$ cat config.mk
export PLATFORM = sky130hd
export DESIGN_NAME = arsq_top
export DESIGN_NICKNAME = d
export VERILOG_FILES = /design/src/verilog/arsq_pkg.sv /design/src/verilog/arsq_fifo.sv /design/src/verilog/arsq_top.sv
export SDC_FILE = /design/constraint.sdc
export NUM_CORES = 1
export LEC_CHECK = 0
export BUFFER_PORTS_ARGS = -buffer_cell sky130_fd_sc_hd__buf_2
export CELL_PAD_IN_SITES_DETAIL_PLACEMENT = 0
export CELL_PAD_IN_SITES_GLOBAL_PLACEMENT = 2
export CORE_MARGIN = 2
export CORE_UTILIZATION = 47
export DETAILED_ROUTE_END_ITERATION = 10
export PLACE_DENSITY_LB_ADDON = 0.3
export SYNTH_ARGS = -nofsm -noshare
export SYNTH_HDL_FRONTEND = slang
export SYNTH_HIERARCHICAL = 1
export SYNTH_SLANG_ARGS = --single-unit
export TNS_END_PERCENT = 30
$ cat constraint.sdc
create_clock -name I_CORE_CLK -period 6 [get_ports I_CORE_CLK]
set_input_delay 0.6 -clock I_CORE_CLK [delete_from_list [all_inputs] [get_ports I_CORE_CLK]]
set_output_delay 0.6 -clock I_CORE_CLK [all_outputs]
set_load 0.01 [all_outputs]
$ cat src/verilog/arsq_pkg.sv
// Contract
// RULE_01 - one external read address sequence serves accumulation reads and offline readout.
// RULE_02 - ram write addresses come from the internal generator, not the external bus.
// RULE_03 - cycles 512 to 515 of each transform cycle form the offline access gap; the code holds the counter at 515, so the gap lasts until i_INIT.
// RULE_04 - ram banks swap every 131 msec; one accumulates, other reads out.
// RULE_05 - controller presents offline strobe and read address at access cycles.
// RULE_06 - controller issues offline access once per 27 transform cycles.
// RULE_07 - each 36-bit result is read as two 18-bit halves per strobe; the code reads one half per strobe, chosen by half_result_select.
// RULE_08 - strobe rising edge latches card select, row, column, array, half select.
// RULE_09 - latched active card select enables addressed chip onto one internal bus.
// RULE_10 - controller steps baselines 0 to 209 in order.
// RULE_11 - controller decodes each baseline into row, column and card selects.
// RULE_12 - card numbers follow the four-by-four station block map, cards 0-14.
// RULE_13 - column select is vertical station index modulo four.
// RULE_14 - row select is horizontal station index modulo four.
// RULE_15 - two internal buses: columns 0 and 1 on one, 2 and 3 other.
// RULE_16 - both internal buses float while the readout strobe is high.
// RULE_17 - both internal buses float while the card is not selected.
// RULE_18 - unselected card holds output multiplexer at zero.
// RULE_19 - strobe high one clock, low seven; result valid next strobe cycle.
// RULE_20 - offline strobe at period 514, address at 513; clear blanks data.
// RULE_21 - output mux routes the selected column group bus to card output.
package arsq_pkg;
  localparam int unsigned HALF_W = 18;
  localparam int unsigned RESULT_W = 36;
  localparam int unsigned ADDR_W = 9;
  localparam int unsigned FIFO_DEPTH = 16;
  localparam logic [9:0] CYC_LAST = 10'h0_203;
  localparam logic [9:0] CYC_GAP_FIRST = 10'h0_200;
  localparam logic [9:0] CYC_ADDR = 10'h0_201;
  localparam logic [9:0] CYC_STROBE = 10'h0_202;
  localparam int unsigned CLK_HZ = 20000000;
  localparam int unsigned BANK_MS = 131;
  localparam int unsigned BANK_CYCLES = CLK_HZ / 1000 * BANK_MS;
  localparam logic [4:0] RD_PERIOD_M1 = 5'h0_1a;

  typedef struct packed {
    logic card_select_n;
    logic [1:0] row;
    logic [1:0] col;
    logic array_sel;
    logic half_result_select;
  } arsq_addr_t;

  typedef struct packed {
    logic [8:0] rd_addr;
    logic [8:0] wr_addr;
    logic bank;
  } arsq_ram_t;
endpackage

$ cat src/verilog/arsq_fifo.sv
`timescale 1ns/1ns
`default_nettype none
module arsq_fifo #(
  parameter int unsigned WIDTH = 18,
  parameter int unsigned DEPTH = 16
) (
  input wire logic i_clk,
  input wire logic i_rstn,
  input wire logic i_valid,
  output logic o_ready,
  input wire logic [WIDTH-1:0] i_data,
  output logic o_valid,
  input wire logic i_ready,
  output logic [WIDTH-1:0] o_data
);
  localparam int unsigned AW = $clog2(DEPTH);
  logic [WIDTH-1:0] mem [DEPTH];
  logic [AW:0] wp_q;
  logic [AW:0] rp_q;
  logic push;
  logic pop;
  assign o_ready = (wp_q - rp_q) != (AW+1)'(DEPTH);
  assign o_valid = wp_q != rp_q;
  assign push = i_valid && o_ready;
  assign pop = o_valid && i_ready;
  assign o_data = mem[rp_q[AW-1:0]];
  always_ff @(posedge i_clk) begin
    if (push) begin
      mem[wp_q[AW-1:0]] <= i_data;
    end
  end
  always_ff @(posedge i_clk) begin
    if (!i_rstn) begin
      wp_q <= '0;
      rp_q <= '0;
    end else begin
      if (push) begin
        wp_q <= wp_q + 1'b1;
      end
      if (pop) begin
        rp_q <= rp_q + 1'b1;
      end
    end
  end
endmodule // arsq_fifo
`default_nettype wire

$ cat src/verilog/arsq_top.sv
`timescale 1ns/1ns
`default_nettype none
module arsq_top #(
  parameter int unsigned BANK_CYCLES = arsq_pkg::BANK_CYCLES
) (
  input wire logic I_CORE_CLK,
  input wire logic I_RSTN,
  input wire logic i_INIT,
  input wire logic i_ACCUMULATOR_CLEAR,
  input wire logic i_OFFLINE_BANK_STROBE_N,
  input wire logic i_READOUT_CYCLE_STROBE,
  input wire logic i_CARD_SELECT_N,
  input wire logic [1:0] i_ROW,
  input wire logic [1:0] i_COL,
  input wire logic i_ARRAY,
  input wire logic i_HALF_RESULT_SELECT,
  input wire logic [8:0] i_EXTERNAL_READ_ADDRESS,
  input wire logic [35:0] i_CHIP_RESULT,
  output logic [8:0] o_RAM_RD_ADDR,
  output logic [8:0] o_RAM_WR_ADDR,
  output logic o_BANK,
  output logic o_GAP,
  output logic o_CAPTURE,
  output logic [3:0] o_CHIP_ROW,
  output logic [3:0] o_CHIP_COL,
  output logic o_CHIP_ARRAY,
  output logic [17:0] o_BUSA,
  output logic o_BUSA_OE,
  output logic [17:0] o_BUSB,
  output logic o_BUSB_OE,
  output logic [17:0] o_DOUT,
  output logic o_DOUT_OE,
  output logic o_DOUT_VALID,
  input wire logic i_DOUT_READY
);
  // ************************************************************
  // input synchronisers (three stages)
  // ************************************************************
  logic [2:0] str_s_q;
  logic [2:0] mwe_s_q;
  logic str_q;
  logic mwe_n_q;
  always_ff @(posedge I_CORE_CLK) begin
    if (!I_RSTN) begin
      str_s_q <= 3'h0;
      mwe_s_q <= 3'h7;
    end else begin
      str_s_q <= {str_s_q[1:0], i_READOUT_CYCLE_STROBE};
      mwe_s_q <= {mwe_s_q[1:0], i_OFFLINE_BANK_STROBE_N};
    end
  end
  // both strobes last one clock, so an agreement filter would swallow them
  assign str_q = str_s_q[2];
  assign mwe_n_q = mwe_s_q[2];

  // ************************************************************
  // transform cycle counter and offline gap
  // ************************************************************
  logic [9:0] cyc_q;
  always_ff @(posedge I_CORE_CLK) begin
    if (!I_RSTN || i_INIT) begin
      cyc_q <= 10'h0_000;
    end else if (cyc_q != arsq_pkg::CYC_LAST) begin
      cyc_q <= cyc_q + 10'h0_001;
    end
  end
  assign o_GAP = cyc_q >= arsq_pkg::CYC_GAP_FIRST; // [RULE_03]

  // ************************************************************
  // ram addressing and bank swap
  // ************************************************************
  logic [8:0] wr_q;
  logic [31:0] bank_cnt_q;
  logic bank_q;
  logic [8:0] rd_q;
  always_ff @(posedge I_CORE_CLK) begin
    if (!I_RSTN) begin
      rd_q <= 9'h0_00;
    end else begin
      rd_q <= i_EXTERNAL_READ_ADDRESS; // [RULE_01]
    end
  end
  always_ff @(posedge I_CORE_CLK) begin
    if (!I_RSTN || i_INIT) begin
      wr_q <= 9'h0_00;
    end else if (!o_GAP && cyc_q[0]) begin
      wr_q <= wr_q + 9'h0_01; // [RULE_02]
    end
  end
  always_ff @(posedge I_CORE_CLK) begin
    if (!I_RSTN) begin
      bank_cnt_q <= 32'h0000_0000;
      bank_q <= 1'b0;
    end else if (bank_cnt_q == 32'(BANK_CYCLES - 1)) begin
      bank_cnt_q <= 32'h0000_0000;
      bank_q <= ~bank_q; // [RULE_04]
    end else begin
      bank_cnt_q <= bank_cnt_q + 32'h0000_0001;
    end
  end
  assign o_RAM_RD_ADDR = rd_q;
  assign o_RAM_WR_ADDR = wr_q;
  assign o_BANK = bank_q;

  // ************************************************************
  // offline capture into storage register
  // ************************************************************
  logic [35:0] store_q;
  logic cap_q;
  always_ff @(posedge I_CORE_CLK) begin
    if (!I_RSTN) begin
      store_q <= 36'h0_0000_0000;
      cap_q <= 1'b0;
    end else begin
      cap_q <= !mwe_n_q;
      if (!mwe_n_q) begin
        store_q <= i_ACCUMULATOR_CLEAR ? 36'h0_0000_0000 : i_CHIP_RESULT; // [RULE_20]
      end
    end
  end
  assign o_CAPTURE = cap_q;

  // ************************************************************
  // readout address latch on strobe rising edge
  // ************************************************************
  logic str_d1_q;
  logic rise;
  arsq_pkg::arsq_addr_t adr_q;
  always_ff @(posedge I_CORE_CLK) begin
    if (!I_RSTN) begin
      str_d1_q <= 1'b0;
    end else begin
      str_d1_q <= str_q;
    end
  end
  assign rise = str_q && !str_d1_q;
  always_ff @(posedge I_CORE_CLK) begin
    if (!I_RSTN) begin
      adr_q <= '{card_select_n: 1'b1, default: '0};
    end else if (rise) begin
      adr_q <= '{card_select_n: i_CARD_SELECT_N, row: i_ROW, col: i_COL,
                 array_sel: i_ARRAY, half_result_select: i_HALF_RESULT_SELECT}; // [RULE_08]
    end
  end

  // ************************************************************
  // chip enable decode and internal buses
  // ************************************************************
  function automatic logic [3:0] onehot2(input logic [1:0] v);
    onehot2 = 4'h1 << v;
  endfunction
  logic sel;
  logic [17:0] half;
  assign sel = !adr_q.card_select_n;
  assign half = adr_q.half_result_select ? store_q[35:18] : store_q[17:0]; // [RULE_07]
  assign o_CHIP_ROW = sel ? onehot2(adr_q.row) : 4'h0;
  assign o_CHIP_COL = sel ? onehot2(adr_q.col) : 4'h0; // [RULE_09]
  assign o_CHIP_ARRAY = adr_q.array_sel;
  always_ff @(posedge I_CORE_CLK) begin
    if (!I_RSTN) begin
      o_BUSA <= 18'h0_0000;
      o_BUSB <= 18'h0_0000;
    end else begin
      o_BUSA <= half;
      o_BUSB <= half;
    end
  end
  assign o_BUSA_OE = sel && !str_q && !adr_q.col[1]; // [RULE_15] [RULE_16] [RULE_17]
  assign o_BUSB_OE = sel && !str_q && adr_q.col[1]; // [RULE_15] [RULE_16] [RULE_17]

  // ************************************************************
  // card output multiplexer through fifo
  // ************************************************************
  logic [17:0] mux;
  logic push;
  logic fifo_rdy;
  logic [17:0] fifo_dat;
  assign mux = !sel ? 18'h0_0000 : (adr_q.col[1] ? o_BUSB : o_BUSA); // [RULE_18] [RULE_21]
  assign push = sel && rise;
  arsq_fifo #(
    .WIDTH(arsq_pkg::HALF_W),
    .DEPTH(arsq_pkg::FIFO_DEPTH)
  ) u_fifo (
    .i_clk(I_CORE_CLK),
    .i_rstn(I_RSTN),
    .i_valid(push),
    .o_ready(fifo_rdy),
    .i_data(mux),
    .o_valid(o_DOUT_VALID),
    .i_ready(i_DOUT_READY),
    .o_data(fifo_dat)
  );
  always_ff @(posedge I_CORE_CLK) begin
    if (!I_RSTN) begin
      o_DOUT <= 18'h0_0000;
    end else begin
      o_DOUT <= fifo_dat;
    end
  end
  assign o_DOUT_OE = sel;

  // ************************************************************
  // assertions
  // ************************************************************
  property p_gap;
    @(posedge I_CORE_CLK) disable iff (!I_RSTN)
      (cyc_q == 10'h1ff && !i_INIT) |=> o_GAP;
  endproperty
  a_gap: assert property (p_gap) else $error("gap not entered"); // [RULE_03]
  property p_busoff;
    @(posedge I_CORE_CLK) disable iff (!I_RSTN)
      str_q |-> !o_BUSA_OE && !o_BUSB_OE;
  endproperty
  a_busoff: assert property (p_busoff) else $error("bus driven in strobe"); // [RULE_16]
  property p_unsel;
    @(posedge I_CORE_CLK) disable iff (!I_RSTN)
      !sel |-> (mux == 18'h0_0000) && !o_BUSA_OE && !o_BUSB_OE;
  endproperty
  a_unsel: assert property (p_unsel) else $error("unselected card active"); // [RULE_17]
  property p_onebus;
    @(posedge I_CORE_CLK) disable iff (!I_RSTN)
      !(o_BUSA_OE && o_BUSB_OE);
  endproperty
  a_onebus: assert property (p_onebus) else $error("both buses driven"); // [RULE_15]
  property p_latch;
    @(posedge I_CORE_CLK) disable iff (!I_RSTN)
      rise |=> adr_q.card_select_n == $past(i_CARD_SELECT_N);
  endproperty
  a_latch: assert property (p_latch) else $error("select not latched"); // [RULE_08]
  property p_hold;
    @(posedge I_CORE_CLK) disable iff (!I_RSTN)
      !rise |=> $stable(adr_q);
  endproperty
  a_hold: assert property (p_hold) else $error("address changed off edge"); // [RULE_08]
  property p_blank;
    @(posedge I_CORE_CLK) disable iff (!I_RSTN)
      (!mwe_n_q && i_ACCUMULATOR_CLEAR) |=> store_q == 36'h0_0000_0000;
  endproperty
  a_blank: assert property (p_blank) else $error("clear did not blank"); // [RULE_20]
  property p_enable;
    @(posedge I_CORE_CLK) disable iff (!I_RSTN)
      (sel && !str_q) |-> (o_BUSA_OE || o_BUSB_OE) && (o_CHIP_COL != 4'h0);
  endproperty
  a_enable: assert property (p_enable) else $error("chip not enabled"); // [RULE_09]
  property p_route;
    @(posedge I_CORE_CLK) disable iff (!I_RSTN)
      (sel && adr_q.col[1]) |-> mux == o_BUSB;
  endproperty
  a_route: assert property (p_route) else $error("wrong bus routed"); // [RULE_21]
  property p_wrstill;
    @(posedge I_CORE_CLK) disable iff (!I_RSTN)
      (o_GAP && !i_INIT) |=> $stable(wr_q);
  endproperty
  a_wrstill: assert property (p_wrstill) else $error("write addr moved in gap"); // [RULE_02]
  property p_swap;
    @(posedge I_CORE_CLK) disable iff (!I_RSTN)
      (bank_cnt_q == 32'(BANK_CYCLES - 1)) |=> o_BANK != $past(o_BANK);
  endproperty
  a_swap: assert property (p_swap) else $error("bank did not swap"); // [RULE_04]
  property p_bankhold;
    @(posedge I_CORE_CLK) disable iff (!I_RSTN)
      (bank_cnt_q != 32'(BANK_CYCLES - 1)) |=> $stable(o_BANK);
  endproperty
  a_bankhold: assert property (p_bankhold) else $error("bank swapped early"); // [RULE_04]
  property p_rdcopy;
    @(posedge I_CORE_CLK) disable iff (!I_RSTN)
      I_RSTN |=> o_RAM_RD_ADDR == $past(i_EXTERNAL_READ_ADDRESS);
  endproperty
  a_rdcopy: assert property (p_rdcopy) else $error("read addr not taken"); // [RULE_01]
  property p_wrstep;
    @(posedge I_CORE_CLK) disable iff (!I_RSTN)
      (!o_GAP && cyc_q[0] && !i_INIT) |=> o_RAM_WR_ADDR == $past(o_RAM_WR_ADDR) + 9'h0_01;
  endproperty
  a_wrstep: assert property (p_wrstep) else $error("write addr did not step"); // [RULE_02]
  property p_capture;
    @(posedge I_CORE_CLK) disable iff (!I_RSTN)
      (!mwe_n_q && !i_ACCUMULATOR_CLEAR) |=> (store_q == $past(i_CHIP_RESULT)) && o_CAPTURE;
  endproperty
  a_capture: assert property (p_capture) else $error("result not captured"); // [RULE_20]
  property p_half;
    @(posedge I_CORE_CLK) disable iff (!I_RSTN)
      I_RSTN |=> o_BUSA == ($past(adr_q.half_result_select) ?
                            $past(store_q[35:18]) : $past(store_q[17:0]));
  endproperty
  a_half: assert property (p_half) else $error("wrong half on bus"); // [RULE_07]
  property p_chipoff;
    @(posedge I_CORE_CLK) disable iff (!I_RSTN)
      !sel |-> (o_CHIP_ROW == 4'h0) && (o_CHIP_COL == 4'h0);
  endproperty
  a_chipoff: assert property (p_chipoff) else $error("chip enabled unselected"); // [RULE_09]
  property p_push;
    @(posedge I_CORE_CLK) disable iff (!I_RSTN)
      (rise && sel && fifo_rdy) |=> o_DOUT_VALID;
  endproperty
  a_push: assert property (p_push) else $error("selected result not queued"); // [RULE_21]
  property p_gapend;
    @(posedge I_CORE_CLK) disable iff (!I_RSTN)
      (o_GAP && !i_INIT) |=> o_GAP;
  endproperty
  a_gapend: assert property (p_gapend) else $error("gap left without init"); // [RULE_03]
  c_sel: cover property (@(posedge I_CORE_CLK) disable iff (!I_RSTN) rise ##1 sel);
  c_cap: cover property (@(posedge I_CORE_CLK) disable iff (!I_RSTN) cap_q);
  c_busb: cover property (@(posedge I_CORE_CLK) disable iff (!I_RSTN) o_BUSB_OE);
  c_full: cover property (@(posedge I_CORE_CLK) disable iff (!I_RSTN) !fifo_rdy);
endmodule // arsq_top
`default_nettype wire

==> out/metrics.csv <==
metric;value;unit
Yosys top cell area share;0.497;
Routed WL;37200;um
worst-skew pair later-pin latency;0.57;ns
critical path's largest stage delay;1.00;ns
Hold Path Class;input pin to flop;
Max-cap violations;0;
Cell Count, Final, Fillers Out;1761;
syn_nets;1191;
initial antenna violation count;4;
Register Area;11900;um2
Via density;5.50;
Total Routing Usage GR;0.198;
root buffer cell;clkbuf_16;
cell at the slowest stage of the critical path;and3_1;
global route total overflow;0;
CTS max path bufs;3;
Synth top cells by count;edfxtp_1 (288), dfxtp_1 (162), nor2_1 (99);
crit path kind;flop to flop;
# H-tree levels;2;
routed len/inst;21.1;um
unrepaired setup endpoints after global routing;no;
final hold vios;0;
Worst-Margin Slew;1.22;ns
Crit. Startpoint;u_fifo/wp_q[0];
total CTS buffers;47;
area taken by multi-input logic gates;5080;um2
Layout Utilization;0.549;
Leak;6.87;nW
Post-synth EDFFs;288;
design area;20100;um2
count of final setup violators;0;
power per cell area;315;nW/um2
CP startpoint kind;flop;
CP Cell Sequence;inv_1 -> ha_1 -> nor2b_1 -> xnor2_1 -> and4bb_1 -> o22a_1 -> nor2_1 -> and3_1;
final net count;1325;
Final Critical Period;3.56;ns
DRC Markers;0;
worst min-delay path startpoint;i_OFFLINE_BANK_STROBE_N;
post-synthesis simple-gate area fraction;0.0994;
setup ws final;2.44;ns
share of layout cells above drive strength 1;0.266;
Syn Inst Count;1119;
largest family of logic cells by synthesized area;multiplexers;
GPL Wtd Cong;0.760;
worst path buffer plus inverter count;1;
Area Growth Syn to Fin;15.3;%
Yosys reg bits;450;
Detailed Route Iter0 Violations;681;
Pre-antenna DRT Iters;6;
total number of vias;9692;
Post-Synth XOR/XNOR Area;0.0156;
clock sinks;450;
Boundary Pins;147;
top_reg_cell synth;edfxtp_1;
FP Rows;70;
peak supply drop;0.000177;V
antenna-violating nets left;0;
most common cell in the netlist;edfxtp_1;
fmax;281;MHz
Reg clk slew, reported paths;0.06;ns
CTS tree;done;
WP data arrival;3.75;ns
Netlist cell types;54;
setup TNS;0;ns
largest net degree at the start of global routing;63;
CP max FO;18;
Max Slew Vio Count;0;
dpl cells;1672;
top cells by area, synth;edfxtp_1 (50%), dfxtp_1 (19%), mux4_2 (12%);
Final HPWL DP;23800;um
fill count;2959;
CTS hold repair buffers;0;
post-synthesis compound-gate area fraction;0.0377;
crit path capture type;flop;
Reg2Reg Launch Point;u_fifo/wp_q[0];
first-pass GRT wire length;58100;um
number of global-route vias before repair;9695;
post-CTS setup buffer count;0;
Post-synth ARST share;0;
Relative slew margins;0.188;
placed cell areas;18500;um2
final period utilization;0.594;
sequential share of the synthesized area;0.683;
pre-CTS setup slack;2.37;ns
post-synthesis mux area share;0.128;
Top delay family on crit path;simple AND/OR/NAND/NOR gates;
clk_skew;0.0173;ns
# port buffers;146;
Syn Area/Cell;15.6;um2
adder-cell share of the synthesized area;0.00934;
Critical Path RT;6.19;ns
area of the mapped netlist;17400;um2
core area;36500;um2
Die Ht;196;um
Starting Density;0.477;
die width;196;um
Die ar.;38600;um2
Ys Warns;6;
CTS resizes;0;
Synth area leader;edfxtp_1;
status;completed;
cells by family after synthesis:
kind of cell               Yosys count
DFF                                450
AOI/OAI and AO/OA                  102
adders and majority gates           13
muxes                              111
xor gates and xnor gates            31
buffers and inverters               92
and+or+nand+nor                    320
path summary, 6_finish.rpt:
path | endpoint | slack [ns] | cells after the start
min reg2reg | mwe_s_q[1] | 0.40 | 1
max reg2reg | u_fifo/mem[0][4] | 2.44 | 8
max | u_fifo/mem[0][4] | 2.44 | 8
min | mwe_s_q[0] | 0.22 | 2
registers in the layout, summed over array words and instances, names as in the netlist, 5 cells and up, named ones only:
signal,cells
cyc_q,10
bank_cnt_q,32
u_fifo/mem,288
o_RAM_WR_ADDR,9
u_fifo/rp_q,5
o_BUSB,18
o_DOUT,18
o_RAM_RD_ADDR,9
adr_q,6
u_fifo/wp_q,5
store_q,36
power breakdown:
group          internal (mW)  switching [mW]
clock                   1.77            1.18
sequential              3.27          0.0125
combinational         0.0368          0.0505
per-layer routing:
layer	vias up	global-route usage	share of wire
li1	4528	-	-
met1	4872	0.285	0.46
met2	239	0.305	0.46
met3	49	0.0495	0.062
met4	4	0.0491	0.017
met5	-	0	0.00056
layout make-up:
cell class | instances | area share
antenna | 2 | 0.000249
clock inverter | 24 | 0.0132
inverter | 15 | 0.00281
multi-input combinational | 577 | 0.253
sequential | 450 | 0.593
tap | 468 | 0.0292
clock buffer | 63 | 0.0662
timing repair buffer | 162 | 0.0424
metrics by stage:
stage / hold WS (ns) / total power, mW
2_1_floorplan: 0.386 / 3.40
3_3_place_gp: 0.391 / 3.44
3_5_place_dp: 0.391 / 3.44
4_1_cts: 0.187 / 6.39
5_1_grt: 0.206 / 6.52
6_report: 0.216 / 6.31
placed cells by master, fill, tap and decap left out, drive strengths merged, types with 18 or more instances in the layout:
cell type  instances
edfxtp           288
dfxtp            162
buf              162
nor2              99
mux4              90
clkbuf            63
nand2             38
a22oi             35
and2              35
a21oi             34
nor2b             25
nand4             24
mux2i             21
xor2              20
and3              18
No activity file was read; power rests on OpenSTA's default activity.
